<file path="config.mk">
export PLATFORM = sky130hd
export DESIGN_NAME = led_driver_control_regs
export DESIGN_NICKNAME = d
export VERILOG_FILES = /design/src/led_ctl_pkg.sv /design/src/led_sync.sv /design/src/led_reg_store.sv /design/src/led_driver_control_regs.sv
export VERILOG_INCLUDE_DIRS = /design/src
export SDC_FILE = /design/constraint.sdc
export NUM_CORES = 1
export LEC_CHECK = 0
export ABC_AREA = 1
export BUFFER_PORTS_ARGS = -buffer_cell sky130_fd_sc_hd__buf_2
export CAP_MARGIN = 20
export CORE_AREA = 5 5 131 195
export DETAILED_ROUTE_END_ITERATION = 8
export DIE_AREA = 0 0 136 200
export PLACE_DENSITY = 0.93
export SLEW_MARGIN = 20
export SYNTH_ARGS = -nofsm -noshare
export SYNTH_HDL_FRONTEND = slang
export SYNTH_SLANG_ARGS = --single-unit
export TNS_END_PERCENT = 20
</file>
<file path="constraint.sdc">
create_clock -name i_clk -period 3.42 [get_ports i_clk]
set_input_delay 0.684 -clock i_clk [delete_from_list [all_inputs] [get_ports i_clk]]
set_output_delay 0.684 -clock i_clk [all_outputs]
set_load 0.05 [all_outputs]
</file>
<file path="src/led_ctl_defines.svh">
// constants for the led driver control register bank
// Notes on behaviour
// - overheat blanks leds, stops boost, keeps registers
// - latched short blocks self restore after overheat
// - input overvoltage pauses boost, resumes by itself
// - no writes or reset without logic supply
// - output droop for 10 ms latches regulator stop
// - latch clears on reset or regulator enable zero
// - in fixed mode led pin droop latches the same way instead
// - all map registers write only, reset zero
// - settings one: standby, regulator, fixed, switches
// - settings two: eight single bit controls
// - settings three: sync and rgb per group
// - settings four: flash, key, main flash bits
// - main current: normal and dim codes
// - channel current codes, ch6 voltage setting
// - red and flash max range fields
// - fade registers: out and in times
// - gradation holds, mode, enable, timing
// - pulse enable, period and hold fields
// - six bit off and on positions
`ifndef LED_CTL_DEFINES_SVH
`define LED_CTL_DEFINES_SVH
`define A_SET_ONE 5'h00
`define A_SET_TWO 5'h01
`define A_SET_THREE 5'h02
`define A_SET_FOUR 5'h03
`define A_MAIN_CUR 5'h04
`define A_M4_CUR 5'h05
`define A_M5_CUR 5'h06
`define A_M6_CUR 5'h07
`define A_S1_CUR 5'h08
`define A_S2_CUR 5'h09
`define A_R1_CUR 5'h0a
`define A_G1_CUR 5'h0b
`define A_B1_CUR 5'h0c
`define A_R2_CUR 5'h0d
`define A_G2_CUR 5'h0e
`define A_B2_CUR 5'h0f
`define A_F1_CUR 5'h10
`define A_F2_CUR 5'h11
`define A_F3_CUR 5'h12
`define A_MAIN_FADE 5'h13
`define A_SUB_FADE 5'h14
`define A_R1_FADE 5'h15
`define A_G1_FADE 5'h16
`define A_B1_FADE 5'h17
`define A_GRAD 5'h18
`define A_PULSE 5'h19
`define A_R1_OFF 5'h1a
`define A_R1_ON 5'h1b
`define A_G1_OFF 5'h1c
`define A_G1_ON 5'h1d
`define A_B1_OFF 5'h1e
`define A_B1_ON 5'h1f
`define MAP_TOP 8'h1f
`define ADDR_STATUS 8'h80
`define REG_RESET 8'h00
`define BIT_STANDBY 0
`define BIT_REG_EN 1
`define BIT_FIXED_V 2
`define MASK_CODE 8'h1f
`define MASK_SIX 8'h3f
`define MASK_PULSE 8'h7f
`define MASK_FULL 8'hff
`define GATE_ONE 8'hf8
`define GATE_TWO 8'h0e
`define GATE_THREE 8'h77
`define GATE_FOUR 8'hff
`define ST_BOOST 0
`define ST_THERM 1
`define ST_SCP 2
`define ST_HLIM 3
`define ST_ACCEPT 4
`define SCP_TIME_MS 10
`define CLK_PERIOD_NS 4
`define SCP_CYCLES ((`SCP_TIME_MS * 1000000) / `CLK_PERIOD_NS)
`define FRAME_LAST 5'd15
`endif

</file>
<file path="src/led_ctl_pkg.sv">
// types shared by the led driver control bank
package led_ctl_pkg;
    // serial link receive states
    typedef enum logic [1:0] {LINK_IDLE, LINK_SHIFT, LINK_WAIT} link_state_e;

    // whole state of the top module
    typedef struct packed {
        link_state_e link_st;
        logic [4:0] bit_cnt;
        logic [15:0] shift;
        logic lclk_prev;
        logic pend;
        logic [7:0] pend_addr;
        logic [7:0] pend_data;
        logic therm_hold;
        logic scp_latch;
        logic [21:0] scp_cnt;
        logic [7:0] rdata;
    } ctl_state_s;
endpackage

</file>
<file path="src/led_sync.sv">
// two flop synchroniser for pins from outside the clock domain
`timescale 1ns/100ps
`default_nettype none
module led_sync #(
    parameter int W = 1
) (
    // clock and reset
    input wire logic i_clk,
    input wire logic i_srst,
    // async in, synced out
    input wire logic [W-1:0] i_async,
    output logic [W-1:0] o_sync
);
    // first stage feeds only the second
    typedef struct packed {
        logic [W-1:0] s1;
        logic [W-1:0] s2;
    } sync_state_s;
    sync_state_s st;
    sync_state_s next_st;

    // shift one stage per edge
    always_comb
    begin
        next_st.s1 = i_async;
        next_st.s2 = st.s1;
    end

    always_ff @(posedge i_clk)
    begin
        if (i_srst)
            st <= '0;
        else
            st <= next_st;
    end

    assign o_sync = st.s2;
endmodule
`default_nettype wire

</file>
<file path="src/led_reg_store.sv">
// thirty-two byte write only register store with parallel image
`include "led_ctl_defines.svh"
`timescale 1ns/100ps
`default_nettype none
module led_reg_store (
    // clock and resets
    input wire logic i_clk,
    input wire logic i_srst,
    input wire logic i_clear,
    // write port
    input wire logic i_we,
    input wire logic [4:0] i_waddr,
    input wire logic [7:0] i_wdata,
    // every byte, straight from flops
    output logic [255:0] o_image
);
    typedef struct packed {
        logic [31:0][7:0] mem;
    } store_state_s;
    store_state_s st;
    store_state_s next_st;

    // clear wins over a write in the same cycle
    always_comb
    begin
        next_st = st;
        if (i_clear)
            next_st.mem = {32{`REG_RESET}};
        else if (i_we)
            next_st.mem[i_waddr] = i_wdata;
    end

    always_ff @(posedge i_clk)
    begin
        if (i_srst)
            st <= {32{`REG_RESET}};
        else
            st <= next_st;
    end

    assign o_image = st.mem;
endmodule
`default_nettype wire

</file>
<file path="src/led_driver_control_regs.sv">
// control registers and protection sequencing of the led driver
`include "led_ctl_defines.svh"
`timescale 1ns/100ps
`default_nettype none
module led_driver_control_regs #(
    // droop persistence in cycles, shorten for simulation
    parameter logic [21:0] SCP_CYCLES = 22'(`SCP_CYCLES)
) (
    // clock and reset
    input wire logic i_clk,
    input wire logic i_srst,
    // register port
    input wire logic [7:0] i_addr,
    input wire logic [7:0] i_wdata,
    input wire logic i_wr,
    input wire logic i_rd,
    output logic [7:0] o_rdata,
    // serial link pins
    input wire logic i_link_clk,
    input wire logic i_link_sel,
    input wire logic i_link_data,
    // supply, reset pin and analog monitors
    input wire logic i_reset_pin_n,
    input wire logic i_vdd_ok,
    input wire logic i_over_temp,
    input wire logic i_in_high,
    input wire logic i_out_droop,
    input wire logic i_pin_droop,
    // protection results
    output logic o_boost_run,
    output logic o_led_blank,
    output logic o_short_circuit_latch,
    output logic o_h_limit_stop,
    // register contents
    output logic [7:0] o_led_settings_one,
    output logic [7:0] o_led_settings_two,
    output logic [7:0] o_led_settings_three,
    output logic [7:0] o_led_settings_four,
    output logic [7:0] o_main_backlight_current,
    output logic [7:0] o_main_ch4_current,
    output logic [7:0] o_main_ch5_current,
    output logic [7:0] o_main_ch6_current_voltage,
    output logic [7:0] o_sub_ch1_current,
    output logic [7:0] o_sub_ch2_current,
    output logic [7:0] o_red1_current,
    output logic [7:0] o_green1_current,
    output logic [7:0] o_blue1_current,
    output logic [7:0] o_red2_current,
    output logic [7:0] o_green2_current,
    output logic [7:0] o_blue2_current,
    output logic [7:0] o_flash1_current,
    output logic [7:0] o_flash2_current,
    output logic [7:0] o_flash3_current,
    output logic [7:0] o_main_fade_time,
    output logic [7:0] o_sub_fade_time,
    output logic [7:0] o_red1_fade_time,
    output logic [7:0] o_green1_fade_time,
    output logic [7:0] o_blue1_fade_time,
    output logic [7:0] o_tricolor1_gradation,
    output logic [7:0] o_tricolor1_pulse_mode,
    output logic [7:0] o_red1_off_position,
    output logic [7:0] o_red1_on_position,
    output logic [7:0] o_green1_off_position,
    output logic [7:0] o_green1_on_position,
    output logic [7:0] o_blue1_off_position,
    output logic [7:0] o_blue1_on_position
);
    // bits of each register that really exist
    function automatic logic [7:0] wmask(input logic [4:0] a);
        logic [7:0] m;
        m = `MASK_FULL;
        unique case (a)
            // single byte control and range registers
            `A_SET_ONE, `A_SET_TWO, `A_SET_THREE, `A_SET_FOUR:
                m = `MASK_FULL;
            `A_MAIN_CUR, `A_M6_CUR:
                m = `MASK_FULL;
            `A_R1_CUR, `A_R2_CUR, `A_F1_CUR:
                m = `MASK_FULL;
            `A_GRAD:
                m = `MASK_FULL;
            // plain current codes, top three bits unused
            `A_M4_CUR, `A_M5_CUR, `A_S1_CUR, `A_S2_CUR, `A_G1_CUR,
            `A_B1_CUR, `A_G2_CUR, `A_B2_CUR, `A_F2_CUR, `A_F3_CUR:
                m = `MASK_CODE;
            // fade times, two top bits unused
            `A_MAIN_FADE, `A_SUB_FADE, `A_R1_FADE, `A_G1_FADE, `A_B1_FADE:
                m = `MASK_SIX;
            `A_PULSE:
                m = `MASK_PULSE;
            // six bit positions
            `A_R1_OFF, `A_R1_ON, `A_G1_OFF, `A_G1_ON, `A_B1_OFF, `A_B1_ON:
                m = `MASK_SIX;
        endcase
        return m;
    endfunction

    // synchronised pins
    logic [8:0] pins_sync;
    logic s_lclk;
    logic s_lsel;
    logic s_ldata;
    logic s_rst_pin_n;
    logic s_vdd_ok;
    logic s_hot;
    logic s_in_high;
    logic s_out_droop;
    logic s_pin_droop;

    // every pin passes two flops before use
    led_sync #(
        .W(9)
    ) u_sync (
        .i_clk(i_clk),
        .i_srst(i_srst),
        .i_async({i_link_clk, i_link_sel, i_link_data, i_reset_pin_n,
                  i_vdd_ok, i_over_temp, i_in_high, i_out_droop,
                  i_pin_droop}),
        .o_sync(pins_sync)
    );
    assign {s_lclk, s_lsel, s_ldata, s_rst_pin_n, s_vdd_ok, s_hot,
            s_in_high, s_out_droop, s_pin_droop} = pins_sync;

    // address inside the write only map
    function automatic logic in_map(input logic [7:0] a);
        return a <= `MAP_TOP;
    endfunction

    // whole state of the bank, registered once per edge
    led_ctl_pkg::ctl_state_s st;
    led_ctl_pkg::ctl_state_s next_st;

    // register store ports and its byte image
    logic [255:0] image; // byte n sits at bits 8n+7 to 8n
    logic store_we; // one byte written this cycle
    logic [4:0] store_addr; // byte being written
    logic [7:0] store_data; // masked byte being written
    logic store_clear; // reset pin seen with supply present

    // decoded control and protection terms
    logic reg_en; // regulator enable bit of settings one
    logic fixed_mode; // fixed voltage mode bit of settings one
    logic droop; // droop of the monitor picked by the mode
    logic lclk_rise; // rising edge of the synced link clock
    logic pend_go; // pending frame byte may use the store
    logic clr_write; // write of zero to the regulator enable
    logic scp_set; // droop timer expires this cycle
    logic boost_run; // step-up may switch
    logic [7:0] status; // protection flags for reads

    // the store keeps every map byte, read back as a flat image
    led_reg_store u_store (
        .i_clk(i_clk),
        .i_srst(i_srst),
        .i_clear(store_clear),
        .i_we(store_we),
        .i_waddr(store_addr),
        .i_wdata(store_data),
        .o_image(image)
    );

    // settings one lives in byte zero of the image
    assign reg_en = image[`BIT_REG_EN];
    assign fixed_mode = image[`BIT_FIXED_V];

    // edge found by comparing with last sampled level
    assign lclk_rise = s_lclk && !st.lclk_prev;

    // the register port always wins, a frame byte waits while i_wr is high
    assign pend_go = st.pend && !i_wr;

    // reset pin has no effect without logic supply
    assign store_clear = !s_rst_pin_n && s_vdd_ok;

    // in fixed mode the led pin is watched, else the output
    assign droop = fixed_mode ? s_pin_droop : s_out_droop;

    // write source selection; no supply means no write at all
    always_comb
    begin
        store_we = 1'b0;
        store_addr = 5'h00;
        store_data = 8'h00;
        if (s_vdd_ok && i_wr && in_map(i_addr))
        begin
            // register port, unused bits dropped here
            store_we = 1'b1;
            store_addr = i_addr[4:0];
            store_data = i_wdata & wmask(i_addr[4:0]);
        end
        else if (s_vdd_ok && pend_go && in_map(st.pend_addr))
        begin
            // whole byte from the link, never a partial one
            store_we = 1'b1;
            store_addr = st.pend_addr[4:0];
            store_data = st.pend_data & wmask(st.pend_addr[4:0]);
        end
    end

    // a stored zero in the enable bit clears the latch
    assign clr_write = store_we && store_addr == `A_SET_ONE
                       && !store_data[`BIT_REG_EN];

    // timer end: droop held for the whole persistence time
    assign scp_set = reg_en && droop && !st.scp_latch
                     && st.scp_cnt == SCP_CYCLES - 22'd1;

    // boost stops on overheat, latch or input high limit
    assign boost_run = reg_en && !st.therm_hold && !st.scp_latch
                       && !s_in_high;

    // flags offered on a read of the status address
    always_comb
    begin
        status = 8'h00;
        status[`ST_BOOST] = boost_run;
        status[`ST_THERM] = st.therm_hold;
        status[`ST_SCP] = st.scp_latch;
        status[`ST_HLIM] = s_in_high;
        status[`ST_ACCEPT] = s_vdd_ok;
    end

    // next state: link receiver, protection and read data
    always_comb
    begin
        next_st = st;
        next_st.lclk_prev = s_lclk;
        // read data stand for one cycle only
        next_st.rdata = 8'h00;
        if (i_rd)
        begin
            // map bytes are write only and read as zero
            if (i_addr == `ADDR_STATUS)
                next_st.rdata = status;
            else
                next_st.rdata = 8'h00;
        end
        // a pending byte is used once, or lost with the supply
        if (pend_go || !s_vdd_ok)
            next_st.pend = 1'b0;
        // link receiver, msb first, address byte then data
        unique case (st.link_st)
            led_ctl_pkg::LINK_IDLE:
            begin
                // frames only start with logic supply present
                if (s_lsel && s_vdd_ok)
                begin
                    next_st.link_st = led_ctl_pkg::LINK_SHIFT;
                    next_st.bit_cnt = 5'd0;
                end
            end
            led_ctl_pkg::LINK_SHIFT:
            begin
                // a cut frame is dropped, nothing half written
                if (!s_lsel || !s_vdd_ok)
                    next_st.link_st = led_ctl_pkg::LINK_IDLE;
                else if (lclk_rise)
                begin
                    next_st.shift = {st.shift[14:0], s_ldata};
                    next_st.bit_cnt = st.bit_cnt + 5'd1;
                    if (st.bit_cnt == `FRAME_LAST)
                    begin
                        // sixteenth bit: hand over the whole byte
                        next_st.pend = 1'b1;
                        next_st.pend_addr = st.shift[14:7];
                        next_st.pend_data = {st.shift[6:0], s_ldata};
                        next_st.link_st = led_ctl_pkg::LINK_WAIT;
                    end
                end
            end
            led_ctl_pkg::LINK_WAIT:
            begin
                // extra clocks before deselect are ignored
                if (!s_lsel)
                    next_st.link_st = led_ctl_pkg::LINK_IDLE;
            end
            default:
                next_st.link_st = led_ctl_pkg::LINK_IDLE;
        endcase
        // overheat hold; a latched short keeps it from lifting
        next_st.therm_hold = s_hot
                             || (st.therm_hold && st.scp_latch);
        // droop timer runs only while the regulator is enabled
        if (reg_en && droop && !st.scp_latch)
            next_st.scp_cnt = st.scp_cnt + 22'd1;
        else
            next_st.scp_cnt = 22'd0;
        // latch set wins over a clear in the same cycle
        if (scp_set)
        begin
            next_st.scp_latch = 1'b1;
            next_st.scp_cnt = 22'd0;
        end
        else if (clr_write || store_clear)
            next_st.scp_latch = 1'b0;
    end

    // one register for the whole state, constants on reset
    always_ff @(posedge i_clk)
    begin
        if (i_srst)
            st <= '0;
        else
            st <= next_st;
    end

    // protection results and read data
    assign o_boost_run = boost_run;
    assign o_led_blank = st.therm_hold;
    assign o_short_circuit_latch = st.scp_latch;
    assign o_h_limit_stop = s_in_high;
    assign o_rdata = st.rdata;

    // register contents, straight from the store flops
    assign o_led_settings_one = image[7:0];
    assign o_led_settings_two = image[15:8];
    assign o_led_settings_three = image[23:16];
    assign o_led_settings_four = image[31:24];
    assign o_main_backlight_current = image[39:32];
    assign o_main_ch4_current = image[47:40];
    assign o_main_ch5_current = image[55:48];
    assign o_main_ch6_current_voltage = image[63:56];
    assign o_sub_ch1_current = image[71:64];
    assign o_sub_ch2_current = image[79:72];
    assign o_red1_current = image[87:80];
    assign o_green1_current = image[95:88];
    assign o_blue1_current = image[103:96];
    assign o_red2_current = image[111:104];
    assign o_green2_current = image[119:112];
    assign o_blue2_current = image[127:120];
    assign o_flash1_current = image[135:128];
    assign o_flash2_current = image[143:136];
    assign o_flash3_current = image[151:144];
    assign o_main_fade_time = image[159:152];
    assign o_sub_fade_time = image[167:160];
    assign o_red1_fade_time = image[175:168];
    assign o_green1_fade_time = image[183:176];
    assign o_blue1_fade_time = image[191:184];
    assign o_tricolor1_gradation = image[199:192];
    assign o_tricolor1_pulse_mode = image[207:200];
    assign o_red1_off_position = image[215:208];
    assign o_red1_on_position = image[223:216];
    assign o_green1_off_position = image[231:224];
    assign o_green1_on_position = image[239:232];
    assign o_blue1_off_position = image[247:240];
    assign o_blue1_on_position = image[255:248];
endmodule
`default_nettype wire

</file>
==> summary.md, run 1 <==
| Metric | Value |
|---|---|
| Avg Vias per Cell | `5.438` |
| Die W | `136 microns` |
| Core area | `23570 sq um` |
| Synth area leader | `dfxtp_1` |
| Worst Tran Pin Value | `757.0 ps` |
| RSZ-0062 raised after global routing | `no` |
| Post-synth top flop | `dfxtp_1` |
| Worst slack, placed | `489.3 ps` |
| Post-Syn Area per Cell | `7.578 sq um` |
| Leak | `7.301 nW` |
| Share of cells above drive strength 1 | `21.19%` |
| Setup ws final | `701.4 ps` |
| Crit Path Class | `register to register` |
| CTS root buf | `clkbuf_16` |
| Crit path launch type | `register` |
| Logic gate share of total power | `2.7%` |
| Post-Syn Instances | `1768` |
| Max-cap violations | `0` |
| Total global routing overflow | `0` |
| Ys Warns | `0` |
| Final hold vios | `0` |
| CTS-repair resized insts | `0` |
| Overall die height | `200 microns` |
| TNS Setup | `0 ps` |
| Worst min path class | `input pin to register` |
| # rows | `69` |
| Post-synth ARST share | `0%` |
| Clock power share | `44.0%` |
| Synth cell count leaders | `nor2_1, dfxtp_1, nand2_1, o21ai_0, inv_1` |
| H-tree Lvls | `1` |
| Drt first pass iters | `8` |
| Post-synth top area share | `51.70%` |
| Worst-path clk slew | `70 ps` |
| NumNets Final | `2071` |
| Overall routing resource usage | `28.26%` |
| Routed len/inst | `16.97 microns` |
| Post-CTS Setup Inserts | `0` |
| Worst clock skew | `14.38 ps` |
| Crit-path max FO | `18` |
| HPWL after DPL | `28.34 mm` |
| Count leader, synth | `nor2_1` |
| #FFs+latches synth | `346` |
| Fmax | `0.3678 GHz` |
| Internal | `5.955 mW` |
| Largest vdd supply drop | `0.0003490 V` |
| Sequential cell area fraction in the yosys report | `51.70%` |
| WP data arrival | `3170 ps` |
| CTS buffer count | `30` |
| Minimum clock period | `2719 ps` |
| Fin crit share | `79.49%` |
| Synth unique cells | `43` |
| Port Buffers | `293` |
| Post-DRT Antenna Nets | `0` |
| Remaining DRCs | `0` |
| DR vias | `12904` |
| Die area | `27200 sq um` |
| Final setup viols | `0` |
| Initial antenna violation count | `2` |
| Top cells by area, synth | `dfxtp_1, nor2_1, o21ai_0` |
| Clock Sinks | `346` |
| Drt total wl | `40.27 mm` |
| Max-slew violations | `0` |
| Pin count of the biggest net entering global routing | `157` |
| P_sw | `1.647 mW` |
| PwrDens | `473.5 nW/um^2` |
| CTS tree | `done` |
| Worst-skew pair later-pin latency | `560 ps` |
| Worst Path Required | `3880 ps` |
| Area of the mapped netlist | `13400 sq um` |
| Starting DRT DRC Count | `1311` |
| Worst slew margin relative to its limit | `49.53%` |
| Gp weighted congestion | `0.8935` |
| Initial core utilization | `56.85%` |
| Crit end category | `register` |
| Status | `complete, no violations` |
| Hold Buf Count CTS | `0` |
| Max clock buf depth | `3` |
| Vias in the first global route | `12038` |
| Total power | `7.601 mW` |
| Sw frac | `21.67%` |
| Global-route wire length before repair | `62.01 mm` |
| Area Growth Syn to Fin | `19.82%` |
| Reg power frac | `53.2%` |
| I/O Pins | `297` |
| Post-synth EDFFs | `0` |
-- power groups by stage --
stage          clock network (mW)  registers (mW)  logic, mW
2_1_floorplan                   0            4.14      0.142
3_3_place_gp                    0            4.14      0.197
3_5_place_dp                    0            4.14      0.204
4_1_cts                      3.39            4.04      0.205
5_1_grt                      3.55            4.04      0.230
6_report                     3.35            4.04      0.208
-- layer usage --
layer  track usage, %  routed length, microns
met5                0                       7
met4            13.97                    2094
met3            4.940                    3483
met2            49.55                   19560
met1            33.27                   15120
-- per-stage QoR --
step | util, % | area, sq um | hold WS [ps] | cells
global placement | 64.07 | 15100 | 389.6 | 2320
global route | 68.11 | 16050 | 307.6 | 2373
detailed placement | 64.07 | 15100 | 396.1 | 2320
finish | 68.11 | 16050 | 320.3 | 2373
floorplan | - | 13410 | 388.3 | 1770
CTS | 68.10 | 16050 | 299.0 | 2372
-- cell type report --
cell class | instances | area (sq um)
inverters | 115 | 431.7
repair buffers | 315 | 1669
flip-flops and latches | 346 | 6927
well taps | 319 | 399.1
clock buffers | 42 | 837.1
fillers | 1855 | 7516
diodes | 1 | 2.502
multi-input cells | 1225 | 5674
clock inverters | 10 | 112.6
-- path summary, 6_finish.rpt --
| check | start | to | slack [ps] | cells past startpoint |
|---|---|---|---|---|
| hold reg to reg | u_sync.next_st[8] | u_sync.o_sync[8] | 390 | 2 |
| hold / removal | i_vdd_ok | u_sync.next_st[4] | 320 | 3 |
| setup reg to reg | st[66] | register | 700 | 15 |
| setup / recovery | st[66] | register | 700 | 15 |
-- worst max-delay path: stages (launching register included) --
cell and delay [ps]:
dfxtp_1 320, ha_1 200, inv_1 90, nor3_1 60, ha_1 170, inv_1 90
nor2_1 70, nand2_1 210, buf_4 260, nand2_1 120, a21oi_1 320, inv_1 120
ha_1 320, nand3_1 90, nand3_1 130, nand2_1 70
-- cell families (layout without fill, tap and decap cells) --
group | Yosys count | count (layout) | share of synthesized area [%]
other | 1 | 4 | 0.02799
AO/OA/AOI/OAI | 278 | 278 | 10.95
buffers and inverters | 199 | 482 | 6.304
flip-flops | 346 | 346 | 51.70
XOR/XNOR | 6 | 6 | 0.3922
AND/OR/NAND/NOR | 929 | 929 | 29.79
adder cells (fa/ha/maj) | 9 | 9 | 0.8405
-- placed cells by master (no fill, tap or decap), types with 3 or more instances in the layout --
cell / n
nor3_1: 54
nand3_4: 3
inv_2: 17
buf_2: 293
o21ai_2: 6
nor3b_1: 6
nand4_1: 12
nand2_1: 246
clkbuf_16: 31
buf_12: 3
nand3b_1: 3
nor4_1: 7
nor2_2: 4
or2_2: 3
nor2_4: 22
clkbuf_1: 9
conb_1: 3
xor2_1: 5
a211oi_1: 11
nor2_1: 525
a21oi_1: 47
ha_1: 9
dfxtp_1: 346
nand2_4: 3
buf_4: 19
clkinv_2: 4
inv_1: 97
o21ai_0: 206
nand2_2: 8
nand3_1: 26
-- state kept, by name, summed over array words and instances, names as in the netlist, named ones only --
signal / flops
o_led_blank: 1
o_rdata: 5
o_short_circuit_latch: 1
st: 62
u_store.o_image: 256
u_sync.next_st: 9
u_sync.o_sync: 9
Note: power is estimated with default switching activity, not from simulation.
==> inputs of run 2 (changes only) <==
- ABC_AREA: 1 -> 0
- CORE_AREA: 5 5 131 195 -> 5 5 135 202
- DIE_AREA: 0 0 136 200 -> 0 0 140 207
- PLACE_DENSITY: 0.93 -> 0.89
- clock period: 3.42 -> 2.74 ns (I/O delays scaled with it)
==> run 2 against run 1 <==
Against the previous run:
- utilization decreased by 1.7 points
- wire length increased by 7.2%
- setup slack got worse by 620 ps
- die area increased by 6.5%
- synthesized area increased by 0.34%
- count of clock-buffer cells in the layout decreased by 3
==> summary.md, run 2 <==
| Metric | Value |
|---|---|
| Inst Count DP | `2043 (was 2320)` |
| R2R Path Start | `st[66] (unchanged)` |
| Gp weighted congestion | `0.9253 (was 0.8935)` |
| HPWL after DPL | `29.70 mm (was 28.34 mm)` |
| Die W | `140 microns (was 136 microns)` |
| Pin count of the biggest net entering global routing | `74 (was 157)` |
| I/O Pins | `297 (unchanged)` |
| Post-synth ARST share | `0% (unchanged)` |
| Worst-skew pair later-pin latency | `570 ps (was 560 ps)` |
| DP Area | `15640 sq um (was 15100 sq um)` |
| Final setup viols | `0 (unchanged)` |
| Port Buffers | `293 (unchanged)` |
| #FFs+latches synth | `346 (unchanged)` |
| R2R Setup Slk | `90 ps (was 700 ps)` |
| Worst clock skew | `24.78 ps (was 14.38 ps)` |
| Area of the multi-input gates | `6130 sq um (was 5674 sq um)` |
| Hold Path End | `u_sync.next_st[0] (was u_sync.next_st[4])` |
| Worst-path clk slew | `70 ps (about the same)` |
| WP data arrival | `3100 ps (was 3170 ps)` |
| Max reg flops | `256 (unchanged)` |
| Count leader, synth | `dfxtp_1 (was nor2_1)` |
| Final hold vios | `0 (unchanged)` |
| Worst slew margin relative to its limit | `22.53% (was 49.53%)` |
| Crit Path Class | `register to register (unchanged)` |
| Crit end category | `register (unchanged)` |
| Synth unique cells | `65 (was 43)` |
| CTS root buf | `clkbuf_16 (unchanged)` |
| Max-slew violations | `0 (unchanged)` |
| Max-cap violations | `0 (unchanged)` |
| Routed len/inst | `20.49 microns (was 16.97 microns)` |
| Crit path launch type | `register (unchanged)` |
| Minimum clock period | `2655 ps (was 2719 ps)` |
| Met1 usage | `31.38% (was 33.27%)` |
| Core area | `25400 sq um (was 23570 sq um)` |
| Clock Sinks | `346 (unchanged)` |
| Worst hold margin | `206.2 ps (was 320.3 ps)` |
| Worst Path Required | `3190 ps (was 3880 ps)` |
| PwrDens | `585.9 nW/um^2 (was 473.5 nW/um^2)` |
| CTS tree | `done (unchanged)` |
| Post-synth EDFFs | `0 (unchanged)` |
| Register Area | `6934 sq um (was 6927 sq um)` |
| H-tree Lvls | `1 (unchanged)` |
| Worst Tran Pin Value | `1162 ps (was 757.0 ps)` |
| Post-synth top area share | `51.53% (was 51.70%)` |
| Fillers | `1889 (was 1855)` |
| Avg Vias per Cell | `5.955 (was 5.438)` |
| Total global routing overflow | `0 (unchanged)` |
| Largest vdd supply drop | `0.0005376 V (was 0.0003490 V)` |
| Drt total wl | `43.17 mm (was 40.27 mm)` |
| Remaining DRCs | `0 (unchanged)` |
| GR Util met2 | `48.63% (was 49.55%)` |
| Synth area leader | `dfxtp_1 (unchanged)` |
| Initial antenna violation count | `7 (was 2)` |
| DR vias | `12548 (was 12904)` |
| Top cells by area, synth | `dfxtp_1, mux2i_1, a211oi_1 (was dfxtp_1, nor2_1, o21ai_0)` |
| GR Layer Usage met3 | `4.776% (was 4.940%)` |
| NumNets Final | `1783 (was 2071)` |
| Drt first pass iters | `5 (was 8)` |
| Starting DRT DRC Count | `1012 (was 1311)` |
| Post-DRT Antenna Nets | `0 (unchanged)` |
| Setup ws final | `85.28 ps (was 701.4 ps)` |
| Top Usage Layer GRT | `met2 (unchanged)` |
| Fin crit share | `96.89% (was 79.49%)` |
| Ys Warns | `0 (unchanged)` |
| CTS buffer count | `30 (unchanged)` |
| Worst slack, placed | `-30.26 ps (was 489.3 ps)` |
| Most frequent cells in the layout | `dfxtp_1, buf_2, nand2_1, nor2_1, a21oi_1 (was nor2_1, dfxtp_1, buf_2, nand2_1, o21ai_0)` |
| Synth cell count leaders | `dfxtp_1, nand2_1, nor2_1, a21oi_1, a211oi_1 (was nor2_1, dfxtp_1, nand2_1, o21ai_0, inv_1)` |
| Fin cells | `2107 (was 2373)` |
| Sequential cell area fraction in the yosys report | `51.53% (was 51.70%)` |
| Overall routing resource usage | `27.83% (was 28.26%)` |
| Hold Crit Depth | `2 (was 3)` |
| Leak | `7.053 nW (was 7.301 nW)` |
| Area of the mapped netlist | `13440 sq um (was 13400 sq um)` |
| Max clock buf depth | `3 (unchanged)` |
| Crit-path max FO | `4 (was 18)` |
| Post-synth top flop | `dfxtp_1 (unchanged)` |
| Fmax | `0.3767 GHz (was 0.3678 GHz)` |
| Worst min path class | `input pin to register (unchanged)` |
| Commonest non-fill, non-tap cell in the layout | `dfxtp_1 (was nor2_1)` |
| Status | `complete, no violations (unchanged)` |
| Global-route wire length before repair | `66.39 mm (was 62.01 mm)` |
| Vias in the first global route | `12251 (was 12038)` |
| Worst hold path startpoint | `i_pin_droop (was i_vdd_ok)` |
| Post-Syn Instances | `1457 (was 1768)` |
| Total power | `9.890 mW (was 7.601 mW)` |
| Area Growth Syn to Fin | `25.57% (was 19.82%)` |
| Overall die height | `207 microns (was 200 microns)` |
| Die area | `28980 sq um (was 27200 sq um)` |
| Post-Syn Area per Cell | `9.226 sq um (was 7.578 sq um)` |
| Share of cells above drive strength 1 | `27.26% (was 21.19%)` |
| Reg2reg path depth | `14 (was 15)` |
| Design Area, Final | `16880 sq um (was 16050 sq um)` |
| Initial core utilization | `52.92% (was 56.85%)` |
| # rows | `72 (was 69)` |
[run 2: cell types whose count changed after synthesis, moves of 28 or more]
| cell | previous run | this run |
|---|---|---|
| a211oi_1 | 11 | 100 |
| a21oi_1 | 48 | 134 |
| a311oi_1 | 0 | 28 |
| clkbuf_1 | 57 | 88 |
| inv_1 | 97 | 18 |
| mux2i_1 | 0 | 86 |
| nand2_1 | 246 | 181 |
| nor2_1 | 525 | 149 |
| nor3_1 | 54 | 18 |
| o21ai_0 | 206 | 31 |
[run 2: cell type report]
type | count | area share [%]
diodes | 6 | 0.08895
clock buffers | 39 | 5.129
clock inverters | 16 | 1.319
inverters | 19 | 0.4225
multi-input cells | 975 | 36.31
flip-flops and latches | 346 | 41.08
well taps | 333 | 2.468
repair buffers | 373 | 13.18
[run 2: layer usage]
metal,vias to the layer above,routed length (microns)
li1,5723,-
met1,5939,15190
met2,691,21770
met3,193,3305
met4,2,2893
met5,-,13
[run 2: timing repair]
item                                    CTS  global route
buffers inserted                          1             2
gates resized for setup                   5            23
hold buffers                              0             0
hold endpoints to repair                  0             0
endpoints found under the setup margin    3             3
pin swaps                                 4             8
[run 2: cell families after synthesis]
logic type / Yosys count / share of synthesized area (%)
compound gates: 369 / 18.69
xor+xnor: 22 / 1.433
fa+ha+maj: 9 / 0.8377
buf+inv: 138 / 4.477
flops: 346 / 51.53
mux: 88 / 6.571
other cells: 1 / 0.02790
simple gates: 484 / 16.44
[run 2: how the worst max path moves through the flow]
stage                            to  slack [ps]  startpoint  depth (start not counted)
2_1_floorplan              register          60      st[66]                         15
3_3_place_gp   u_store.o_image[179]          50        i_wr                          7
3_5_place_dp   u_store.o_image[155]         -30        i_wr                          8
4_1_cts                    register          20      st[66]                         14
5_1_grt                    register         -30      st[66]                         14
6_report                   register          90      st[66]                         14
[run 2: critical path: stages, from the launching register on]
cell and delay (ps):
dfxtp_4 360, ha_4 160, and3_4 180, ha_4 150, and4b_2 270, nand2_2 100
nand2_2 80, a21oi_4 190, inv_2 80, ha_4 180, nand2b_1 90, a21oi_1 60
a311oi_2 290, o211ai_1 130, a21o_1 200
[run 2: power by group]
part / total (mW) / leakage (nW) / internal (mW) / switching, mW
registers: 5.05 / 2.79 / 5.04 / 0.00762
logic: 0.240 / 3.72 / 0.0660 / 0.174
clock network: 4.60 / 0.539 / 2.71 / 1.90
[run 2: per-stage QoR]
stage	TNS [ps]	util, %
final	0	66.45
after global routing	-35.02	66.44
after CTS	0	65.91
after detailed placement	-44.84	61.54
after global placement	0	61.49
after floorplan	0	-
==> inputs of run 3 (changes only) <==
- PLACE_DENSITY: 0.89 -> 0.8
==> run 3 against run 2 <==
Against the previous run:
- utilization is 0.17 points lower
- hold slack worse by 6.5 ps
- global-route usage is 1.6 points lower
- first-iteration DRC count is 32% lower
- critical path depth stayed put
- final area is 0.25% lower
- via count is 3.9% lower
- sequential share of layout area is 0.089 points higher
- flip-flop and latch count stayed put
- largest cell class unchanged
- highest routed layer unchanged
==> summary.md, run 3 (synthesized netlist as in run 2, its figures left out) <==
| Metric | Value |
|---|---|
| Worst min path class | `input pin to register (unchanged)` |
| Max reg flops | `256 (unchanged)` |
| Initial core utilization | `52.92% (unchanged)` |
| Worst hold path startpoint | `i_pin_droop (unchanged)` |
| Die area | `28980 sq um (unchanged)` |
| Status | `complete, no violations (unchanged)` |
| CTS root buf | `clkbuf_16 (unchanged)` |
| Final Core Density | `66.28% (was 66.45%)` |
| Max-cap violations | `0 (unchanged)` |
| DR vias | `12063 (was 12548)` |
| Area Growth Syn to Fin | `25.25% (was 25.57%)` |
| Core area | `25400 sq um (unchanged)` |
| Port Buffers | `293 (unchanged)` |
| Final setup viols | `0 (unchanged)` |
| CP startpoint | `st[66] (unchanged)` |
| PwrDens | `586.1 nW/um^2 (was 585.9 nW/um^2)` |
| Inst Count DP | `2053 (was 2043)` |
| Largest vdd supply drop | `0.0005676 V (was 0.0005376 V)` |
| HPWL after DPL | `29.54 mm (was 29.70 mm)` |
| Die W | `140 microns (unchanged)` |
| Worst-path clk slew | `70 ps (about the same)` |
| Fmax | `0.3786 GHz (was 0.3767 GHz)` |
| Hold Buf Count CTS | `0 (unchanged)` |
| Drt total wl | `40.63 mm (was 43.17 mm)` |
| H-tree Lvls | `1 (unchanged)` |
| Minimum clock period | `2641 ps (was 2655 ps)` |
| CTS tree | `done (unchanged)` |
| # rows | `72 (unchanged)` |
| Remaining DRCs | `0 (unchanged)` |
| Crit-path max FO | `4 (unchanged)` |
| Starting DRT DRC Count | `693 (was 1012)` |
| NumNets Final | `1796 (was 1783)` |
| Top Usage Layer GRT | `met2 (unchanged)` |
| Crit path launch type | `register (unchanged)` |
| Commonest non-fill, non-tap cell in the layout | `dfxtp_1 (unchanged)` |
| Worst Path Required | `3240 ps (was 3190 ps)` |
| Overall die height | `207 microns (unchanged)` |
| WP data arrival | `3140 ps (was 3100 ps)` |
| Max clock buf depth | `3 (unchanged)` |
| Gp weighted congestion | `0.9162 (was 0.9253)` |
| DP Area | `15650 sq um (was 15640 sq um)` |
| Initial antenna violation count | `5 (was 7)` |
| Post-DRT Antenna Nets | `0 (unchanged)` |
| Avg Vias per Cell | `5.698 (was 5.955)` |
| GR Layer Usage met3 | `3.922% (was 4.776%)` |
| Design Area, Final | `16840 sq um (was 16880 sq um)` |
| R2R Setup Slk | `100 ps (was 90 ps)` |
| Fin cells | `2117 (was 2107)` |
| Worst clock skew | `9.439 ps (was 24.78 ps)` |
| GR Util met2 | `48.28% (was 48.63%)` |
| Fillers | `2044 (was 1889)` |
| Total global routing overflow | `0 (unchanged)` |
| Leak | `7.092 nW (was 7.053 nW)` |
| Clock Sinks | `346 (unchanged)` |
| Fin crit share | `96.39% (was 96.89%)` |
| Drt first pass iters | `5 (unchanged)` |
| Most frequent cells in the layout | `dfxtp_1, buf_2, nand2_1, nor2_1, a21oi_1 (unchanged)` |
| Worst-skew pair later-pin latency | `560 ps (was 570 ps)` |
| Overall routing resource usage | `26.28% (was 27.83%)` |
| Hold Crit Depth | `2 (unchanged)` |
| Routed len/inst | `19.19 microns (was 20.49 microns)` |
| Final hold vios | `0 (unchanged)` |
| Reg2reg path depth | `14 (unchanged)` |
| R2R Path Start | `st[66] (unchanged)` |
| Vias in the first global route | `11550 (was 12251)` |
| Crit end category | `register (unchanged)` |
| Pin count of the biggest net entering global routing | `57 (was 74)` |
| Met1 usage | `29.47% (was 31.38%)` |
| Share of cells above drive strength 1 | `27.34% (was 27.26%)` |
| Worst slew margin relative to its limit | `25.62% (was 22.53%)` |
| Crit Path Class | `register to register (unchanged)` |
| Global-route wire length before repair | `62.69 mm (was 66.39 mm)` |
| Worst Tran Pin Value | `1116 ps (was 1162 ps)` |
| CTS buffer count | `30 (unchanged)` |
| I/O Pins | `297 (unchanged)` |
| Max-slew violations | `0 (unchanged)` |
| Hold Path End | `u_sync.next_st[0] (unchanged)` |
[run 3: changes by cell type in the layout (fill, tap and decap cells not counted), moves of 3 or more]
cell and change:
ha_2 +3, diode_2 -3, buf_4 +17, ha_4 -3, buf_12 -5
[run 3: metal layers]
metal  part of all wire (%)  wire (microns)  up-vias
met5                  0.066              27        -
met4                    4.8            1931        4
met3                    6.0            2437      107
met2                     53           21350      458
met1                     37           14880     5749
li1                       -               -     5745
[run 3: final cells by class]
cell class | instances | area, sq um | share of cell area (%)
tap | 333 | 416.7 | 2.475
clock buffer | 41 | 883.3 | 5.246
timing repair buffer | 386 | 2263 | 13.44
clock inverter | 14 | 203.9 | 1.211
inverter | 19 | 71.32 | 0.4236
sequential | 346 | 6932 | 41.17
multi-input combinational | 975 | 6060 | 35.99
antenna | 3 | 7.507 | 0.04459
[run 3: critical path, stage by stage, from the launching register on]
cell,delay (ps)
dfxtp_4,380
ha_4,140
and3_1,160
ha_2,170
nand4b_1,140
nor2_2,210
nand2_1,120
a21oi_2,180
buf_4,130
ha_2,170
nand2_1,50
a211oi_1,280
a311oi_2,90
a32oi_1,240
a21o_1,120
[run 3: what timing repair did]
item	4_1_cts	5_1_grt
pin swaps	0	7
buffers inserted	0	5
hold endpoints to repair	0	0
gates resized for setup	1	13
endpoints found under the setup margin	1	3
[run 3: how the worst max path moves through the flow]
stage	to	cells after the start
global placement	u_store.o_image[253]	7
CTS	register	14
global route	register	14
detailed placement	register	14
finish	register	14
floorplan	register	15
[run 3: power by group]
group          leakage [nW]  internal (mW)  switching [mW]
Combinational          3.76         0.0666           0.169
Sequential             2.79           5.04         0.00714
Clock                 0.540           2.73            1.86
Total                  7.09           7.83            2.03
[run 3: stage by stage]
stage	setup TNS [ps]	total power [mW]	setup WS [ps]	hold slack, ps
2_1_floorplan	0	5.313	59.83	413.0
4_1_cts	0	9.932	12.99	177.1
3_3_place_gp	0	5.393	22.67	421.7
3_5_place_dp	0	5.397	3.437	424.2
5_1_grt	-88.88	10.15	-41.37	196.5
6_report	0	9.869	98.91	199.6
